## src/ebm_pkg.sv

```systemverilog
package ebm_pkg;

   // operating modes as latched from the three mode-select pins (c,b,a)
   localparam logic [2:0] MODE_SSC = 3'h0;
   localparam logic [2:0] MODE_EEN = 3'h1;
   localparam logic [2:0] MODE_STEST = 3'h2;
   localparam logic [2:0] MODE_EEW = 3'h3;
   localparam logic [2:0] MODE_NSC = 3'h4;
   localparam logic [2:0] MODE_NEN = 3'h5;
   localparam logic [2:0] MODE_PERIPH = 3'h6;
   localparam logic [2:0] MODE_NEW = 3'h7;

   // register port
   localparam int REG_AW = 2;
   localparam logic [1:0] OFF_MODE = 2'h0;
   localparam logic [1:0] OFF_PORT_E_ASSIGN_REG = 2'h1;
   localparam logic [1:0] OFF_EXT_BUS_CTRL_REG = 2'h2;

   // mode register fields
   localparam int MODE_LSB = 5;
   localparam int MODE_INTERNAL_VISIBILITY_EN_BIT = 3;
   // port e assignment register fields
   localparam int PORT_E_ASSIGN_REG_NO_ACCESS_CYCLE_BIT = 7;
   localparam int PORT_E_ASSIGN_REG_PIPE_BIT = 5;
   localparam int PORT_E_ASSIGN_REG_BUS_CLOCK_OUT_DISABLE_BIT = 4;
   localparam int PORT_E_ASSIGN_REG_LOW_STROBE_EN_BIT = 3;
   localparam int PORT_E_ASSIGN_REG_READ_WRITE_PIN_EN_BIT = 2;
   // bus control register field
   localparam int EXT_BUS_CTRL_REG_BUS_CLOCK_STRETCH_EN_BIT = 0;

   // port e pin positions of the bus-control functions
   localparam int PE_NO_ACCESS_CYCLE = 7;
   localparam int PE_PIPE_HI = 6;
   localparam int PE_PIPE_LO = 5;
   localparam int PE_BUS_CLOCK_OUT = 4;
   localparam int PE_LOW_BYTE_STROBE = 3;
   localparam int PE_RW = 2;

   // cycles after reset release before the mode pins are taken
   localparam logic [1:0] CAPTURE_CYC = 2'h2;
   // default bus-clock stretch in clock cycles
   localparam int STRETCH_DEF = 1;
   // value of the mode register before capture
   localparam logic [2:0] MODE_RST = 3'h0;

   typedef enum logic [1:0] {BUS_IDLE, BUS_ADR, BUS_DAT} ebm_bus_e;

endpackage : ebm_pkg

```

## src/ebm_cfg.sv

```systemverilog
// Chosen here: the plain strobed port and the placing of the registers.
`timescale 1ns/1ns
module ebm_cfg
#(
   parameter int STRETCH_CYC = ebm_pkg::STRETCH_DEF
)
(
   input wire logic clock,
   input wire logic sys_rst,
   input wire logic [ebm_pkg::REG_AW-1:0] reg_addr,
   input wire logic [7:0] reg_wdata,
   input wire logic reg_wr,
   input wire logic reg_rd,
   output logic [7:0] reg_rdata,
   input wire logic mode_select_c,
   input wire logic mode_select_b,
   input wire logic mode_select_a,
   input wire logic bus_req,
   input wire logic [15:0] bus_addr,
   input wire logic [15:0] bus_wdata,
   input wire logic bus_write,
   input wire logic bus_word,
   input wire logic bus_internal,
   output logic bus_ready,
   output logic bus_done,
   output logic [15:0] bus_rdata,
   input wire logic pipe_status_hi,
   input wire logic pipe_status_lo,
   input wire logic [7:0] gpio_a_out,
   input wire logic [7:0] gpio_a_dir,
   input wire logic [7:0] gpio_b_out,
   input wire logic [7:0] gpio_b_dir,
   input wire logic [7:0] gpio_e_out,
   input wire logic [7:0] gpio_e_dir,
   output logic [7:0] gpio_a_in,
   output logic [7:0] gpio_b_in,
   output logic [7:0] gpio_e_in,
   input wire logic [7:0] pa_in,
   output logic [7:0] pa_out,
   output logic [7:0] pa_oe,
   input wire logic [7:0] pb_in,
   output logic [7:0] pb_out,
   output logic [7:0] pb_oe,
   input wire logic [7:0] pe_in,
   output logic [7:0] pe_out,
   output logic [7:0] pe_oe,
   output logic pull_a_en,
   output logic pull_b_en,
   output logic [7:0] pull_e_en,
   output logic background_debug_state,
   output logic vector_fetch_en
);
   import ebm_pkg::*;

   if (STRETCH_CYC < 1 || STRETCH_CYC > 3)
   begin : g_bad_stretch
      $error("ebm_cfg: STRETCH_CYC must lie in 1..3");
   end

   typedef struct packed {
      logic [7:0] pa_s1;
      logic [7:0] pa_s2;
      logic [7:0] pb_s1;
      logic [7:0] pb_s2;
      logic [7:0] pe_s1;
      logic [7:0] pe_s2;
      logic [2:0] ms_s1;
      logic [2:0] ms_s2;
      logic [1:0] cap_cnt;
      logic cap;
      logic [2:0] mode;
      logic internal_visibility_en;
      logic mode_wr;
      logic no_access_cycle_en;
      logic pipe_en;
      logic bus_clock_out_disable;
      logic low_strobe_en;
      logic read_write_pin_en;
      logic port_e_assign_reg_wr;
      logic bus_clock_stretch_en;
      ebm_bus_e st;
      logic [1:0] scnt;
      logic split;
      logic second;
      logic [15:0] addr;
      logic [15:0] wdata;
      logic write;
      logic word;
      logic internal;
      logic [15:0] rbuf;
      logic done;
      logic bus_clock_out;
      logic [7:0] rdata;
      logic [7:0] pa_o;
      logic [7:0] pa_e;
      logic [7:0] pb_o;
      logic [7:0] pb_e;
      logic [7:0] pe_o;
      logic [7:0] pe_e;
   } ebm_st_s;

   ebm_st_s r, n;

   ////////////////////////////////////////////////////////////////////////
   // mode decoding helpers

   function automatic logic f_single(input logic [2:0] m);
      f_single = (m == MODE_SSC) || (m == MODE_NSC);
   endfunction : f_single

   function automatic logic f_emul(input logic [2:0] m);
      f_emul = (m == MODE_EEN) || (m == MODE_EEW);
   endfunction : f_emul

   function automatic logic f_narrow(input logic [2:0] m);
      f_narrow = (m == MODE_EEN) || (m == MODE_NEN);
   endfunction : f_narrow

   function automatic logic f_special(input logic [2:0] m);
      f_special = (m == MODE_SSC) || (m == MODE_STEST);
   endfunction : f_special

   // visibility exists only in wide modes and emulation narrow
   function automatic logic f_vis_ok(input logic [2:0] m);
      f_vis_ok = (m == MODE_NEW) || (m == MODE_EEW) || (m == MODE_STEST) || (m == MODE_EEN);
   endfunction : f_vis_ok

   ////////////////////////////////////////////////////////////////////////
   // effective pin functions

   logic sc, emul, vis, pipe_eff, low_byte_strobe_eff, rw_eff, no_access_cycle_eff, bus_clock_out_eff;
   logic [7:0] fn_en, fn_val;

   // single-chip masks every bus-control enable except the bus clock output
   always_comb
   begin
      sc = f_single(r.mode);
      emul = f_emul(r.mode);
      vis = r.internal_visibility_en && f_vis_ok(r.mode);
      pipe_eff = !sc && (emul || r.pipe_en);
      low_byte_strobe_eff = !sc && (emul || r.low_strobe_en) && (r.mode != MODE_NEN);
      rw_eff = !sc && (emul || r.read_write_pin_en);
      no_access_cycle_eff = !sc && (emul || r.no_access_cycle_en);
      bus_clock_out_eff = emul || !r.bus_clock_out_disable;
      fn_en = {no_access_cycle_eff, pipe_eff, pipe_eff, bus_clock_out_eff, low_byte_strobe_eff, rw_eff, 2'b00};
      fn_val[PE_NO_ACCESS_CYCLE] = (r.st == BUS_IDLE);
      fn_val[PE_PIPE_HI] = pipe_status_hi;
      fn_val[PE_PIPE_LO] = pipe_status_lo;
      // bus clock rides with the pins: both are registered from the same state
      fn_val[PE_BUS_CLOCK_OUT] = sc ? r.bus_clock_out : (r.st == BUS_DAT);
      // active low: low for unsplit words and odd bytes
      fn_val[PE_LOW_BYTE_STROBE] = !(r.word && !r.split) && !r.addr[0];
      fn_val[PE_RW] = (r.st == BUS_IDLE) || !r.write;
      fn_val[1:0] = 2'b00;
   end

   ////////////////////////////////////////////////////////////////////////
   // next-state logic

   logic c_narrow;

   always_comb
   begin
      n = r;
      n.done = 1'b0;
      // pin synchronisers, first stage read only by the second
      n.pa_s1 = pa_in;
      n.pa_s2 = r.pa_s1;
      n.pb_s1 = pb_in;
      n.pb_s2 = r.pb_s1;
      n.pe_s1 = pe_in;
      n.pe_s2 = r.pe_s1;
      n.ms_s1 = {mode_select_c, mode_select_b, mode_select_a};
      n.ms_s2 = r.ms_s1;
      // narrow byte lanes unless a visible internal cycle
      c_narrow = f_narrow(r.mode) && !r.internal;

      // take mode pins once the synchroniser holds them
      if (!r.cap)
      begin
         n.cap_cnt = r.cap_cnt + 2'h1;
         if (r.cap_cnt == CAPTURE_CYC)
         begin
            n.cap = 1'b1;
            n.mode = r.ms_s2;
            n.no_access_cycle_en = f_emul(r.ms_s2);
            n.pipe_en = f_emul(r.ms_s2);
            n.low_strobe_en = f_emul(r.ms_s2);
            n.read_write_pin_en = f_emul(r.ms_s2);
            n.bus_clock_out_disable = (r.ms_s2 == MODE_NSC);
            n.bus_clock_stretch_en = !f_special(r.ms_s2);
         end
      end
      else if (reg_wr)
      begin
         unique case (reg_addr)
            OFF_MODE:
            begin
               if (f_special(r.mode))
               begin
                  if (reg_wdata[MODE_LSB+:3] != MODE_PERIPH)
                  begin
                     n.mode = reg_wdata[MODE_LSB+:3];
                  end
                  n.internal_visibility_en = reg_wdata[MODE_INTERNAL_VISIBILITY_EN_BIT];
               end
               // one write, only towards normal expanded
               else if (r.mode == MODE_NSC && !r.mode_wr)
               begin
                  n.mode_wr = 1'b1;
                  n.internal_visibility_en = reg_wdata[MODE_INTERNAL_VISIBILITY_EN_BIT];
                  if (reg_wdata[MODE_LSB+:3] == MODE_NEN || reg_wdata[MODE_LSB+:3] == MODE_NEW)
                  begin
                     n.mode = reg_wdata[MODE_LSB+:3];
                  end
               end
            end
            OFF_PORT_E_ASSIGN_REG:
            begin
               // emulation ignores enable writes; narrow writes once
               if (!f_emul(r.mode) && !(r.mode == MODE_NEN && r.port_e_assign_reg_wr && !f_special(r.mode)))
               begin
                  n.port_e_assign_reg_wr = 1'b1;
                  n.no_access_cycle_en = reg_wdata[PORT_E_ASSIGN_REG_NO_ACCESS_CYCLE_BIT];
                  n.pipe_en = reg_wdata[PORT_E_ASSIGN_REG_PIPE_BIT];
                  n.bus_clock_out_disable = reg_wdata[PORT_E_ASSIGN_REG_BUS_CLOCK_OUT_DISABLE_BIT];
                  n.low_strobe_en = reg_wdata[PORT_E_ASSIGN_REG_LOW_STROBE_EN_BIT];
                  n.read_write_pin_en = reg_wdata[PORT_E_ASSIGN_REG_READ_WRITE_PIN_EN_BIT];
               end
            end
            OFF_EXT_BUS_CTRL_REG:
            begin
               n.bus_clock_stretch_en = reg_wdata[EXT_BUS_CTRL_REG_BUS_CLOCK_STRETCH_EN_BIT];
            end
            default:
            begin
               n.bus_clock_stretch_en = r.bus_clock_stretch_en;
            end
         endcase
      end

      // read data stands the cycle after the strobe
      n.rdata = 8'h00;
      if (reg_rd)
      begin
         unique case (reg_addr)
            OFF_MODE: n.rdata = 8'((r.mode << MODE_LSB) | (vis << MODE_INTERNAL_VISIBILITY_EN_BIT));
            OFF_PORT_E_ASSIGN_REG: n.rdata = 8'((r.no_access_cycle_en << PORT_E_ASSIGN_REG_NO_ACCESS_CYCLE_BIT)
               | (r.pipe_en << PORT_E_ASSIGN_REG_PIPE_BIT) | (r.bus_clock_out_disable << PORT_E_ASSIGN_REG_BUS_CLOCK_OUT_DISABLE_BIT)
               | (r.low_strobe_en << PORT_E_ASSIGN_REG_LOW_STROBE_EN_BIT) | (r.read_write_pin_en << PORT_E_ASSIGN_REG_READ_WRITE_PIN_EN_BIT));
            OFF_EXT_BUS_CTRL_REG: n.rdata = 8'(r.bus_clock_stretch_en << EXT_BUS_CTRL_REG_BUS_CLOCK_STRETCH_EN_BIT);
            default: n.rdata = 8'h00;
         endcase
      end

      // bus cycle sequencer
      unique case (r.st)
         BUS_IDLE:
         begin
            if (bus_req && r.cap)
            begin
               n.addr = bus_addr;
               n.wdata = bus_wdata;
               n.write = bus_write;
               n.word = bus_word;
               n.internal = bus_internal;
               n.second = 1'b0;
               n.rbuf = 16'h0000;
               // hidden internal cycles and single-chip stay off the pins
               if (sc || (bus_internal && !vis))
               begin
                  n.done = 1'b1;
               end
               else
               begin
                  // external word in narrow mode goes as two bytes
                  n.split = f_narrow(r.mode) && bus_word && !bus_internal;
                  n.st = BUS_ADR;
               end
            end
         end
         BUS_ADR:
         begin
            n.scnt = r.bus_clock_stretch_en ? 2'(STRETCH_CYC) : 2'h0;
            n.st = BUS_DAT;
         end
         BUS_DAT:
         begin
            if (r.scnt != 2'h0)
            begin
               n.scnt = r.scnt - 2'h1;
            end
            else
            begin
               // narrow bytes come back on port a
               if (!c_narrow)
               begin
                  n.rbuf = {r.pa_s2, r.pb_s2};
               end
               else if (r.addr[0])
               begin
                  n.rbuf[7:0] = r.pa_s2;
               end
               else
               begin
                  n.rbuf[15:8] = r.pa_s2;
               end
               if (r.split && !r.second)
               begin
                  n.second = 1'b1;
                  n.addr = r.addr + 16'h0001;
                  n.st = BUS_ADR;
               end
               else
               begin
                  n.done = 1'b1;
                  n.st = BUS_IDLE;
               end
            end
         end
         default:
         begin
            n.st = BUS_IDLE;
         end
      endcase

      // free-running in single-chip, high in the data phase otherwise
      n.bus_clock_out = sc ? !r.bus_clock_out : (r.st == BUS_DAT);

      // single-chip ports a and b are gpio
      if (sc || !r.cap)
      begin
         n.pa_o = gpio_a_out;
         n.pa_e = gpio_a_dir;
         n.pb_o = gpio_b_out;
         n.pb_e = gpio_b_dir;
      end
      else if (r.st == BUS_ADR)
      begin
         n.pa_o = r.addr[15:8];
         n.pb_o = r.addr[7:0];
         n.pa_e = 8'hff;
         n.pb_e = 8'hff;
      end
      else if (r.st == BUS_DAT)
      begin
         // narrow: data on a, address low byte held on b
         if (c_narrow)
         begin
            n.pa_o = r.addr[0] ? r.wdata[7:0] : r.wdata[15:8];
            n.pa_e = {8{r.write}};
         end
         else
         begin
            n.pa_o = r.wdata[15:8];
            n.pb_o = r.wdata[7:0];
            n.pa_e = {8{r.write}};
            n.pb_e = {8{r.write}};
         end
      end

      // each port e pin is either its function or plain gpio
      n.pe_o = (fn_en & fn_val) | (~fn_en & gpio_e_out);
      n.pe_e = fn_en | (~fn_en & gpio_e_dir & 8'hfc);
   end

   ////////////////////////////////////////////////////////////////////////
   // state register

   always_ff @(posedge clock or posedge sys_rst)
   begin
      if (sys_rst)
      begin
         r <= '{st: BUS_IDLE, mode: MODE_RST, default: '0};
      end
      else
      begin
         r <= n;
      end
   end

   ////////////////////////////////////////////////////////////////////////
   // outputs

   // pulls only on undriven port e pins, never on a or b
   assign pull_a_en = 1'b0;
   assign pull_b_en = 1'b0;
   assign pull_e_en = ~r.pe_e;
   assign pa_out = r.pa_o;
   assign pa_oe = r.pa_e;
   assign pb_out = r.pb_o;
   assign pb_oe = r.pb_e;
   assign pe_out = r.pe_o;
   assign pe_oe = r.pe_e;
   assign gpio_a_in = r.pa_s2;
   assign gpio_b_in = r.pb_s2;
   assign gpio_e_in = r.pe_s2;
   assign reg_rdata = r.rdata;
   assign bus_ready = (r.st == BUS_IDLE) && r.cap;
   assign bus_done = r.done;
   assign bus_rdata = r.rbuf;
   // debug owns the core in special single-chip
   assign background_debug_state = r.cap && (r.mode == MODE_SSC);
   assign vector_fetch_en = r.cap && (r.mode != MODE_SSC);
endmodule : ebm_cfg

```

## config.mk

```make
export PLATFORM = sky130hd
export DESIGN_NAME = ebm_cfg
export DESIGN_NICKNAME = d
export VERILOG_FILES = /design/src/ebm_pkg.sv /design/src/ebm_cfg.sv
export SDC_FILE = /design/constraint.sdc
export NUM_CORES = 1
export LEC_CHECK = 0
export ABC_AREA = 1
export BUFFER_PORTS_ARGS = -buffer_cell sky130_fd_sc_hd__buf_2
export CAP_MARGIN = 10
export CORE_ASPECT_RATIO = 1.75
export CORE_MARGIN = 1
export CORE_UTILIZATION = 56
export DETAILED_ROUTE_END_ITERATION = 10
export HOLD_SLACK_MARGIN = 0.03
export PLACE_DENSITY = 0.86
export SYNTH_ARGS = -nofsm -noshare
export SYNTH_HDL_FRONTEND = slang
export SYNTH_SLANG_ARGS = --single-unit
export TNS_END_PERCENT = 1
```

## constraint.sdc

```tcl
create_clock -name clock -period 8.3 [get_ports clock]
set_clock_uncertainty 0.2 [all_clocks]
set_input_delay 0.83 -clock clock [delete_from_list [all_inputs] [get_ports clock]]
set_output_delay 0.83 -clock clock [all_outputs]
set_load 0.005 [all_outputs]
```

## Yosys cells after proc, flatten, opt, wreduce, memory -nomap -nowiden

Cells that the tools add are included.

| cells by class | value |
|---|---|
| add/sub/neg operators | 3 |
| equality and inequality tests | 35 |
| muxes and demuxes | 46 |
| bitwise operators | 14 |
| reductions and logical operators | 81 |

Operators with widths:

| cell | count |
|---|---|
| 32-bit 2-to-1 mux | 3 |
| 17-bit case mux with 2 select lines | 2 |
| 53-bit 2-to-1 mux | 1 |
| 17-bit 2-to-1 mux | 3 |
| 16-bit 2-to-1 mux | 3 |
| 8-bit 2-to-1 mux | 4 |
| 8-bit bitwise AND | 3 |
| 8-bit case mux with 3 select lines | 1 |
| 4-bit AND reduction | 6 |
| 1-bit logical AND | 21 |
| 5-bit 2-to-1 mux | 4 |
| 3-bit equality test (second input constant) | 6 |
| 1-bit logical OR | 18 |
| 1-bit zero test | 17 |
| 16-bit by 1-bit adder with 16-bit output (second input constant) | 1 |
| 8-bit NOT | 2 |
| 8-bit by 4-bit OR with 8-bit output | 2 |
| 8-bit OR | 2 |
| 3-bit by 2-bit equality test with 1-bit output (second input constant) | 4 |
| 12-bit 2-to-1 mux | 1 |
| 6-bit 2-to-1 mux | 2 |
| 3-bit != test (second input constant) | 4 |
| 1-bit 2-to-1 mux | 11 |
| 2-bit by 1-bit != test with 1-bit output (second input constant) | 5 |
| 25 further kinds | 53 |

| storage, ports and cells | value |
|---|---|
| register bits after elaboration | 184 |
| input bits | 127 |
| output and inout bits | 110 |
| logic and storage cells | 219 |

## Depth between registers and ports, before layout

Gate-level depths: netlist (run 1).

| depth | value |
|---|---|
| word-level depth | 11 |
| gate-level depth with buffers | 11 |
| mapped depth without buffers | 10 |

## Least setup slack after synthesis (run 1)

No wires, ideal clock.

| timing | value |
|---|---|
| path kind | in2reg |
| start point | input bus_req |
| end point | register r, in the netlist bus_rdata[10] |
| setup time | 132 ps |
| arrival | 1572 ps |
| data required time | 7968 ps |
| path slack | 6396 ps |
| cell stages on the path | 5 |
| buffers on the path | 0 |
| path through | nand2_1 -> nor2_4 -> inv_1 -> a22oi_2 -> o21ai_0 |

| on the way | value |
|---|---|
| cells in the longest elaborated chain, start to end | 3 |

RTL lines:

| what | RTL line | text |
|---|---|---|
| from (decl) | ebm_cfg.sv:18 | `input wire logic bus_req,` |
| 1-bit logical AND | ebm_cfg.sv:260 | `if (bus_req && r.cap)` |
| 2-bit by 1-bit != test with 1-bit output (no line) | -- |  |
| 4-bit AND reduction (no line) | -- |  |
| to (signal assigned) | ebm_cfg.sv:378 | `r <= n;` |
| to (decl) | ebm_cfg.sv:102 | `ebm_st_s r, n;` |

Every way passes these cells.
A chain may end at the register's enable or synchronous reset.

## Worst setup path after layout (run 1)

| timing | value |
|---|---|
| start point | register r[113] in the netlist's numbering |
| end point | register r[102] in the netlist's numbering |

| on the way | value |
|---|---|
| cells in the longest elaborated chain, start to end | 3 |
| elaborated cells between the ends (all ways) | 8 |
| classes of those cells | eq/ne (4); mux (1); reduce/logical (3) |

RTL lines:

| what |
|---|
| 2-bit equality test / 2-bit zero test (equally long branches) |
| 2-bit != test (no line), or another cell as far along |
| 4-bit AND reduction (no line) |

Parallel ways exist; a longest one is shown, timed or not.

==> results_tabular.tex, run 1 <==
\begin{tabular}{lr}
\hline
Metric & Value \\
\hline
\multicolumn{2}{l}{\textbf{Outcome}} \\
Status & finished, final reports clean \\
\multicolumn{2}{l}{\textbf{Setup path}} \\
Maximum cell stage delay along the critical path & 650 ps \\
Cell breakdown of the critical path & inv\_2, nand2\_1, inv\_2, nand2\_1, nand3\_1, inv\_2, nor2\_1, a21oi\_1 \\
Reg-to-reg setup timing slack & approximately 5300 ps \\
Worst R2R Path Depth & 8 \\
Critical-path top delay cell & nand3\_1 \\
Arrival time reported for the critical path endpoint & $\sim$3100 ps \\
Crit-path most repeated cell & inv\_2 \\
Kind of start point of the critical path & flop \\
Largest fanout on the critical path & 21 \\
Endpoint class of the critical path & flop \\
Critical path data required time & between 8000 and 9000 ps \\
Worst reg2reg endpoint & r[102] \\
R2r startpoint & r[113] \\
Crit Path Class & reg -> reg \\
\multicolumn{2}{l}{\textbf{Min path}} \\
Hold Path Stages & 0 \\
Startpoint of the worst hold path & n[132] \\
Hold endpoint & r[132] \\
Class of the most critical hold timing path & reg -> reg \\
\multicolumn{2}{l}{\textbf{Die}} \\
Placeable core area & 0.0144 mm\^{}2 \\
Total die area & 0.0154 mm\^{}2 \\
Vert. Die Dim & approximately 160 um \\
I/O pin count & roughly 240 \\
Placement row count & 58 \\
Chip Width & around 94 um \\
Initial Util & between 50\% and 60\% \\
\multicolumn{2}{l}{\textbf{CTS}} \\
Root buffer cell & clkbuf\_16 \\
Clock-pin slew reported for the worst setup and hold paths after clock tree synthesis & around 80 ps \\
Number of hold buffers added after cts & 0 \\
Maximum number of buffers from clock root to sink & 2 \\
Total CTS buffers & 17 \\
Post-CTS Resized & 0 \\
Postcts setup bufs & 0 \\
Clock Latency Late Sink & 430 ps \\
TritonCTS clock tree & done \\
H-tree depth reported by CTS & 4 \\
Number of sinks driven by the clock tree & 181 \\
\multicolumn{2}{l}{\textbf{Placement}} \\
DPL Wire Length & 14100 um \\
Pre-CTS worst setup slack & between 5000 and 6000 ps \\
Routability congestion estimate & 0.900 \\
Placed standard-cell area & around 0.0088 mm\^{}2 \\
Port Buffers & roughly 230 \\
\multicolumn{2}{l}{\textbf{Drt}} \\
Number of DRC markers in iteration 0 & 320 \\
TritonRoute pass-1 iters & 5 \\
DRC violation count after routing & 0 \\
Post-detailed-route count of antenna-violating nets & 0 \\
Vias per std cell & about 5.2 \\
Vias after detailed routing & about 6600 \\
Wire length after detailed routing & around 19000 um \\
Routed WL per cell & 15.1 um \\
\multicolumn{2}{l}{\textbf{STA}} \\
Hold Fails Final Rpt & 0 \\
Setup slack of the critical path after layout & $\sim$5300 ps \\
Slew margin rel. & between 20\% and 30\% \\
Unrepaired setup endpoints after global routing & no \\
Number of pins exceeding their max-slew limit in the final report & 0 \\
Worst slack on hold paths & 150 ps \\
Maximum clock frequency & around 330 MHz \\
Final setup violation count & 0 \\
Post-Route Setup TNS & 0 ps \\
Worst Tran Pin Value & approximately 1200 ps \\
Min cycle time layout & 3030 ps \\
Final period utilization & a little over a third \\
\multicolumn{2}{l}{\textbf{Layout}} \\
Synthesis-to-finish area growth & 13.8\% \\
\# nets final & around 1200 \\
Share of post-route cells with drive strength above 1 & 26.5\% \\
Fill cell count & 1141 \\
Fin util & between 60\% and 70\% \\
Final design instance area without fill & 0.00949 mm\^{}2 \\
Number of diodes added for antenna fixing & 0 \\
\multicolumn{2}{l}{\textbf{Global route}} \\
Wire length of the first global-routing pass & about 30000 um \\
Number of global-route vias before repair & $\sim$6300 \\
Pin count of the biggest net entering global routing & 110 \\
Total gr overflow & 0 \\
Initial antenna violation count & 0 \\
Global-route total usage across every layer & 25.6\% \\
\multicolumn{2}{l}{\textbf{Logic synthesis}} \\
Main combinational cell family by area after synthesis & simple AND/OR/NAND/NOR gates \\
Synth Register Bits & about 180 \\
Fraction of the mapped netlist area in adder cells & less than 1\% \\
Synthesized instance count & between 900 and 1000 \\
Per-instance average area after synthesis & $\sim$8.8 um\^{}2 \\
Proportion of synthesized chip area in sequential cells & 54.3\% \\
Top post-synthesis cells by area & dfrtp\_1 54\%, buf\_4 9.6\%, nand2\_1 9.3\%, nor2\_1 4.5\%, inv\_1 3.7\% \\
Area share of the largest cell type after synthesis & 54.3\% \\
Proportion of synthesized flip-flops having asynchronous set or reset & 100\% \\
Fraction of the mapped netlist area in simple logic gates & about a fifth \\
Post-synthesis mux area share & 0\% \\
Synth warn & 0 \\
Cell taking the most area after synthesis & dfrtp\_1 \\
Compound-gate portion of the synthesized area & a little over a tenth \\
Dominant synthesized flop cell & dfrtp\_1 \\
Unique cell type count in the Yosys netlist & 36 \\
Synth Cell Area & about 0.0083 mm\^{}2 \\
Number of flops mapped to enable cells by yosys & 0 \\
Fraction of synthesized cell area in xor and xnor cells & less than 1\% \\
\multicolumn{2}{l}{\textbf{Run}} \\
Count of maximum capacitance violations & 0 \\
\multicolumn{2}{l}{\textbf{Power and ir drop}} \\
Pwr per Cell Area & around 360 mW/mm\^{}2 \\
Leakage power & between 4 and 5 nW \\
Peak ir drop on the vdd network & between 0.15 and 0.2 mV \\
\hline
\end{tabular}
[metal layers]
| layer | routed length, um | vias to the layer above | global-route usage (%) |
|---|---|---|---|
| met5 | 0 | - | 0 |
| met2 | 9740 | 299 | 44.4 |
| li1 | - | 3180 | - |
| met4 | 1130 | 0 | 17.1 |
| met3 | 1320 | 75 | 5.77 |
| met1 | 6910 | 3085 | 27.1 |
[through the flow]
stage	total power [mW]	cells
global placement	2.53	1233
CTS	3.43	1265
floorplan	2.34	951
global route	3.66	1265
finish	3.42	1265
detailed placement	2.58	1233
[power breakdown]
group          total [mW]  leakage [nW]  switching [mW]  internal, mW
Sequential           1.35          2.17           0.192          1.15
Combinational        1.22          2.46           0.789         0.430
Clock               0.853         0.309           0.426         0.427
[how the worst max path moves through the flow]
stage | to | depth (start not counted) | start
final | r[102] | 8 | r[113]
after global routing | r[106] | 7 | r[114]
after CTS | r[102] | 8 | r[113]
after detailed placement | r[103] | 7 | r[114]
after global placement | bus_rdata[9] | 6 | bus_req
after floorplan | bus_done | 1 | sys_rst
[sequential cells by signal, summed over array words and instances, names as in the netlist]
| register | flops |
|---|---|
| r | 60 |
| pb_oe | 8 |
| pe_out | 8 |
| pe_oe | 6 |
| gpio_b_in | 8 |
| n | 27 |
| bus_rdata | 16 |
| pa_oe | 8 |
| pb_out | 8 |
| gpio_a_in | 8 |
| reg_rdata | 7 |
| pa_out | 8 |
| gpio_e_in | 8 |
| bus_done | 1 |
[critical path, delay by kind of cell, from the launching register on]
family	cells	cell delay, ps
DFF	1	410
AOI/OAI and AO/OA	1	50
buffers and inverters	3	880
and+or+nand+nor	4	1360
[final cells by class]
type,count,area (um^2),area share [%]
sequential,181,4530,47.7
timing repair buffer,227,1140,12.0
inverter,92,353,3.72
clock inverter,15,221,2.33
clock buffer,17,425,4.48
multi-input combinational,553,2600,27.4
tap,180,225,2.37
[cell families after synthesis]
kind of cell               count (synthesis)
and+or+nand+nor                          380
xor gates and xnor gates                   3
adders and majority gates                  3
AOI/OAI and AO/OA                        160
other                                      2
DFF                                      181
buffers and inverters                    217
[layout by cell type, fill, tap and decap left out, types with 2 or more instances in the layout]
| cell | Yosys | layout |
|---|---|---|
| nor2_4 | 4 | 4 |
| nor3_1 | 2 | 2 |
| o22ai_1 | 2 | 2 |
| o31ai_1 | 12 | 12 |
| a22oi_1 | 2 | 2 |
| clkbuf_16 | 0 | 17 |
| nor2_2 | 2 | 2 |
| o21ai_1 | 3 | 3 |
| inv_6 | 0 | 4 |
| a31oi_1 | 18 | 18 |
| ha_1 | 3 | 3 |
| nor2_1 | 99 | 99 |
| inv_12 | 0 | 7 |
| nor2_8 | 2 | 2 |
| nand4_1 | 6 | 6 |
| o211ai_1 | 8 | 8 |
| inv_1 | 83 | 82 |
| xnor2_1 | 2 | 2 |
| buf_2 | 10 | 226 |
| nand3_1 | 49 | 49 |
| inv_2 | 8 | 8 |
| clkinv_8 | 0 | 5 |
| o21ai_2 | 2 | 2 |
| conb_1 | 2 | 7 |
| nand2_1 | 207 | 207 |
| or2_2 | 5 | 5 |
| o21bai_1 | 2 | 2 |
| a21oi_1 | 55 | 55 |
| dfrtp_1 | 181 | 181 |
| o21ai_0 | 54 | 54 |
[cells in the mapped netlist (3+ instances only)]
master	number
clkbuf_1	8
o211ai_1	8
buf_4	107
a21oi_1	55
nand4_1	6
buf_2	10
nor2_1	99
inv_1	83
a31oi_1	18
ha_1	3
o31ai_1	12
dfrtp_1	181
nand3_1	49
o21ai_1	3
o21ai_0	54
or2_2	5
inv_2	8
nand2_1	207
nor2_4	4
Note: power is estimated with default switching activity, not from simulation.
==> run 2, diff against run 1 <==
Settings changed: CORE_UTILIZATION 56 to 47, PLACE_DENSITY 0.86 to 0.77.
Clock period 8.3 ns to 2.56 ns, I/O delays scaled along.
==> results_tabular.tex, run 2 (synthesis gave the netlist of run 1 again) <==
\begin{tabular}{lr}
\hline
Metric & Value \\
\hline
\multicolumn{2}{l}{\textbf{Die}} \\
Chip Width & 103 um (+9.0\%) \\
Placeable core area & 0.0175 mm\^{}2 (+21\%) \\
Vert. Die Dim & 178 um (+9.0\%) \\
I/O pin count & 237 (unchanged) \\
Total die area & 0.0183 mm\^{}2 (+19\%) \\
Initial Util & 47.8\% (-10 points) \\
Placement row count & 64 (+10\%) \\
\multicolumn{2}{l}{\textbf{CTS}} \\
Clock Latency Late Sink & 430 ps (about the same) \\
Postcts setup bufs & 0 (unchanged) \\
Clock-pin slew reported for the worst setup and hold paths after clock tree synthesis & 80 ps (about the same) \\
Maximum number of buffers from clock root to sink & 2 (unchanged) \\
TritonCTS clock tree & done \\
Number of sinks driven by the clock tree & 181 (unchanged) \\
H-tree depth reported by CTS & 4 (unchanged) \\
Total CTS buffers & 17 (unchanged) \\
Root buffer cell & clkbuf\_16 \\
\multicolumn{2}{l}{\textbf{Power and ir drop}} \\
Peak ir drop on the vdd network & 0.696 mV (+280\%) \\
Leakage power & 5.50 nW (+11\%) \\
Post-layout total power & 11.4 mW (+230\%) \\
Pwr per Cell Area & 1050 mW/mm\^{}2 (+190\%) \\
\multicolumn{2}{l}{\textbf{STA}} \\
Final setup violation count & 0 (unchanged) \\
Worst Tran Pin Value & 1160 ps (-33.4 ps) \\
Slew margin rel. & 22.8\% (+2.2 points) \\
Final period utilization & 93.8\% (+57 points) \\
Min cycle time layout & 2400 ps (-631 ps) \\
Maximum clock frequency & 416 MHz (+26\%) \\
Unrepaired setup endpoints after global routing & no \\
Number of pins exceeding their max-slew limit in the final report & 0 (unchanged) \\
Hold Fails Final Rpt & 0 (unchanged) \\
\multicolumn{2}{l}{\textbf{Drt}} \\
Routed WL per cell & 15.6 um (+3.3\%) \\
DRC violation count after routing & 0 (unchanged) \\
Vias per std cell & 4.89 (-6.8\%) \\
TritonRoute pass-1 iters & 5 (unchanged) \\
Post-detailed-route count of antenna-violating nets & 0 (unchanged) \\
Wire length after detailed routing & 22600 um (+18\%) \\
Number of DRC markers in iteration 0 & 326 (+1.9\%) \\
Vias after detailed routing & 7085 (+6.7\%) \\
\multicolumn{2}{l}{\textbf{Min path}} \\
Class of the most critical hold timing path & in -> reg \\
Hold Path Stages & 5 (+5) \\
Hold endpoint & pa\_out[3] \\
Startpoint of the worst hold path & gpio\_a\_out[3] \\
\multicolumn{2}{l}{\textbf{Setup path}} \\
Critical path data required time & 2670 ps (-5740 ps) \\
Kind of start point of the critical path & flop \\
R2r startpoint & r[124] \\
Reg-to-reg setup timing slack & 160 ps (-5110 ps) \\
Largest fanout on the critical path & 8 (-62\%) \\
Crit Path Class & reg -> reg \\
Arrival time reported for the critical path endpoint & 2510 ps (-630 ps) \\
Worst R2R Path Depth & 7 (-1) \\
Endpoint class of the critical path & flop \\
Worst reg2reg endpoint & pe\_out[5] \\
\multicolumn{2}{l}{\textbf{Outcome}} \\
Status & finished, final reports clean \\
\multicolumn{2}{l}{\textbf{Layout}} \\
Final design instance area without fill & 0.0109 mm\^{}2 (+14\%) \\
Synthesis-to-finish area growth & 30.2\% \\
\# nets final & 1335 (+11\%) \\
Number of diodes added for antenna fixing & 0 (unchanged) \\
Largest register by flop count & r \\
Commonest non-fill, non-tap cell in the layout & buf\_2 \\
Share of post-route cells with drive strength above 1 & 24.8\% (-1.7 points) \\
Leading cell types in the layout, fill and taps excluded & 226 x buf\_2, 207 x nand2\_1, 181 x dfrtp\_1 \\
Flip-flop count of the largest register after layout & 60 (unchanged) \\
\multicolumn{2}{l}{\textbf{Placement}} \\
DPL Wire Length & 15300 um (+8.6\%) \\
Port Buffers & 226 (unchanged) \\
Routability congestion estimate & 0.909 (+0.99\%) \\
Placed standard-cell area & 0.00904 mm\^{}2 (+2.2\%) \\
\multicolumn{2}{l}{\textbf{Global route}} \\
Wire length of the first global-routing pass & 34400 um (+15\%) \\
Pin count of the biggest net entering global routing & 93 (-15\%) \\
Initial antenna violation count & 0 (unchanged) \\
Global-route total usage across every layer & 25.2\% (-0.38 points) \\
Number of global-route vias before repair & 7113 (+13\%) \\
Total gr overflow & 0 (unchanged) \\
\multicolumn{2}{l}{\textbf{Run}} \\
Count of maximum capacitance violations & 0 (unchanged) \\
\hline
\end{tabular}
run 2: how the worst max path moves through the flow:
stage	start	end	slack, ps	cells after the start
floorplan	sys_rst	bus_done	-220	1
global placement	r[113]	bus_rdata[11]	430	8
detailed placement	r[113]	bus_rdata[12]	370	8
CTS	r[124]	pe_out[5]	200	7
global route	r[124]	pe_out[5]	50	7
finish	r[124]	pe_out[5]	160	7
run 2: repair_timing:
item                                    CTS  global route
hold endpoints to repair                304             0
hold buffers                            119             0
endpoints found under the setup margin    0             0
resized for setup                         0             0
run 2: stage by stage:
step                utilization [%]  hold slack, ps  setup TNS (ps)  std cells  worst slack [ps]
floorplan                         -            87.4          -39560        951              -219
global placement               51.8             131               0       1298               430
detailed placement             51.8             135               0       1298               373
CTS                            62.2            33.0               0       1449               199
global route                   62.2            62.8               0       1449              45.3
finish                         62.2            58.6               0       1449               158
run 2: area by class of cell:
class,instances,area (um^2)
clock inverter,15,203
tap,231,289
inverter,92,352
sequential,181,4530
clock buffer,17,425
multi-input combinational,553,2600
fill,1465,6600
timing repair buffer,360,2460
run 2: power breakdown:
group | leakage (nW) | internal, mW | switching (mW)
logic | 3.03 | 1.64 | 2.71
clock network | 0.297 | 1.34 | 1.31
registers | 2.17 | 3.74 | 0.640
total | 5.50 | 6.72 | 4.65
run 2: critical path, cell delays in order, from the launching register on:
cell           delay (ps)
dfrtp_1               490
nor2_4                270
inv_1                 160
a21oi_1               310
inv_1                 140
nand2_1               100
nand2_1                60
dlygate4sd3_1         560
run 2: per-layer routing:
metal | wire [um] | GRT usage, % | share of wire, % | vias to the layer above
met2 | 12400 | 46.8 | 55 | 247
met3 | 993 | 4.08 | 4.4 | 54
met5 | 0 | 0 | 0 | -
met4 | 963 | 13.2 | 4.3 | 0
met1 | 8240 | 26.4 | 36 | 3336
li1 | - | - | - | 3448
==> run 3, diff against run 2 <==
==> constraint.sdc (replaced) <==
create_clock -name clock -period 2.56 [get_ports clock]
set_clock_uncertainty 0.2 [all_clocks]
set_input_delay 0.512 -clock clock [delete_from_list [all_inputs] [get_ports clock]]
set_output_delay 0.512 -clock clock [all_outputs]
set_load 0.005 [all_outputs]
==> results_tabular.tex, run 3 (synthesis gave the netlist of run 1 again) <==
\begin{tabular}{lr}
\hline
Metric & Value \\
\hline
\multicolumn{2}{l}{\textbf{Outcome}} \\
Status & finished, final reports clean \\
\multicolumn{2}{l}{\textbf{Die}} \\
I/O pin count & 237 (unchanged) \\
Placeable core area & 0.0175 mm\^{}2 (unchanged) \\
Chip Width & 103 um (unchanged) \\
Vert. Die Dim & 178 um (unchanged) \\
Total die area & 0.0183 mm\^{}2 (unchanged) \\
Placement row count & 64 (unchanged) \\
Initial Util & 47.8\% (unchanged) \\
\multicolumn{2}{l}{\textbf{Global route}} \\
Wire length of the first global-routing pass & 31600 um (-8.2\%) \\
Highest-utilization routing layer at the global route stage & met2 \\
GR met1 Demand/Resource & 24.8\% (-1.6 points) \\
Pin count of the biggest net entering global routing & 35 (-62\%) \\
Global-route total usage across every layer & 23.3\% (-1.9 points) \\
Global-route met2 utilization & 42.5\% (-4.4 points) \\
Total gr overflow & 0 (unchanged) \\
Number of global-route vias before repair & 6476 (-9.0\%) \\
Initial antenna violation count & 0 (unchanged) \\
Met3 Usage GRT & 4.04\% (-0.039 points) \\
\multicolumn{2}{l}{\textbf{CTS}} \\
H-tree depth reported by CTS & 4 (unchanged) \\
Total CTS buffers & 17 (unchanged) \\
TritonCTS clock tree & done \\
Maximum number of buffers from clock root to sink & 2 (unchanged) \\
Clock Latency Late Sink & 440 ps (about the same) \\
Post-CTS Resized & 0 (unchanged) \\
Root buffer cell & clkbuf\_16 \\
Clock-pin slew reported for the worst setup and hold paths after clock tree synthesis & 80 ps (about the same) \\
Number of sinks driven by the clock tree & 181 (unchanged) \\
\multicolumn{2}{l}{\textbf{Setup path}} \\
Critical path data required time & 1850 ps (-820 ps) \\
Kind of start point of the critical path & flop \\
Arrival time reported for the critical path endpoint & 1680 ps (-830 ps) \\
Endpoint class of the critical path & output pin \\
Crit Path Class & reg -> out \\
Reg-to-reg setup timing slack & 290 ps (+130 ps) \\
Worst R2R Path Depth & 5 (-2) \\
Largest fanout on the critical path & 8 (unchanged) \\
\multicolumn{2}{l}{\textbf{Min path}} \\
Class of the most critical hold timing path & in -> reg \\
Hold Path Stages & 3 (-2) \\
\multicolumn{2}{l}{\textbf{STA}} \\
Maximum clock frequency & 417 MHz (+0.28\%) \\
Number of pins exceeding their max-slew limit in the final report & 0 (unchanged) \\
Hold Fails Final Rpt & 0 (unchanged) \\
Final period utilization & 93.6\% (-0.26 points) \\
Unrepaired setup endpoints after global routing & no \\
Worst Tran Pin Value & 1230 ps (+76.9 ps) \\
Min cycle time layout & 2400 ps (-6.61 ps) \\
Slew margin rel. & 17.0\% (-5.8 points) \\
Final setup violation count & 0 (unchanged) \\
\multicolumn{2}{l}{\textbf{Drt}} \\
DRC violation count after routing & 0 (unchanged) \\
Vias per std cell & 4.90 (+0.27\%) \\
Vias after detailed routing & 6692 (-5.5\%) \\
TritonRoute pass-1 iters & 4 (-1) \\
Post-detailed-route count of antenna-violating nets & 0 (unchanged) \\
Routed WL per cell & 14.9 um (-4.3\%) \\
Wire length after detailed routing & 20400 um (-9.8\%) \\
Number of DRC markers in iteration 0 & 296 (-9.2\%) \\
\multicolumn{2}{l}{\textbf{Run}} \\
Count of maximum capacitance violations & 0 (unchanged) \\
\multicolumn{2}{l}{\textbf{Layout}} \\
Leading cell types in the layout, fill and taps excluded & 226 x buf\_2, 207 x nand2\_1, 181 x dfrtp\_1 \\
Synthesis-to-finish area growth & 20.1\% \\
Number of diodes added for antenna fixing & 0 (unchanged) \\
Share of post-route cells with drive strength above 1 & 27.1\% (+2.3 points) \\
\# nets final & 1251 (-6.3\%) \\
Final design instance area without fill & 0.0100 mm\^{}2 (-7.8\%) \\
Flip-flop count of the largest register after layout & 60 (unchanged) \\
Commonest non-fill, non-tap cell in the layout & buf\_2 \\
Largest register by flop count & r \\
\multicolumn{2}{l}{\textbf{Placement}} \\
Port Buffers & 226 (unchanged) \\
Placed standard-cell area & 0.00910 mm\^{}2 (+0.69\%) \\
DPL Wire Length & 15400 um (+0.53\%) \\
Routability congestion estimate & 0.938 (+3.2\%) \\
\multicolumn{2}{l}{\textbf{Power and ir drop}} \\
Post-layout total power & 11.2 mW (-2.0\%) \\
Pwr per Cell Area & 1110 mW/mm\^{}2 (+6.3\%) \\
Leakage power & 5.17 nW (-6.1\%) \\
Peak ir drop on the vdd network & 0.608 mV (-13\%) \\
\hline
\end{tabular}
==> run 3: layout make-up <==
class | count | area [um^2]
well taps | 231 | 289
inverters | 92 | 352
repair buffers | 276 | 1630
clock buffers | 18 | 439
multi-input cells | 553 | 2600
fillers | 1605 | 7440
flip-flops and latches | 181 | 4530
clock inverters | 14 | 175
==> run 3: critical path, cell delays in order (launching register included) <==
cell and delay [ps]:
dfrtp_1 530, inv_1 150, buf_4 190, nor3_1 240, buf_2 160
==> run 3: per-stage QoR <==
step / worst slack, ps / setup TNS (ps) / cells / util, % / hold slack (ps)
global placement: 369 / 0 / 1303 / 52.1 / 132
CTS: 143 / 0 / 1365 / 57.4 / 39.9
detailed placement: 300 / 0 / 1303 / 52.1 / 135
floorplan: -475 / -85900 / 951 / - / 131
finish: 164 / 0 / 1365 / 57.4 / 60.2
global route: 58.1 / 0 / 1365 / 57.4 / 50.6
==> run 3: final timing paths <==
| check | from | end |
|---|---|---|
| setup / recovery | r[127] | background_debug_state |
| min in group asynchronous | sys_rst | gpio_e_in[4] |
| hold / removal | gpio_e_dir[4] | pe_oe[4] |
| setup reg to reg | r[113] | pb_out[0] |
| hold reg to reg | n[174] | gpio_a_in[6] |
| max in group asynchronous | sys_rst | pa_oe[6] |
==> run 3: power by group <==
| group | total [mW] | internal (mW) | switching (mW) |
|---|---|---|---|
| registers | 4.35 | 3.74 | 0.609 |
| logic | 4.17 | 1.55 | 2.62 |
| clock network | 2.63 | 1.36 | 1.27 |
==> run 3: what timing repair did <==
action / 4_1_cts / 5_1_grt
endpoints found under the hold margin: 47 / 0
hold buffers: 30 / 0
setup buffers: 0 / 0
==> run 3: layer usage <==
| layer | up-vias | share of wire [%] |
|---|---|---|
| li1 | 3273 | - |
| met1 | 3117 | 37 |
| met2 | 255 | 53 |
| met3 | 47 | 5.4 |
| met4 | 0 | 4.1 |
| met5 | - | 0 |
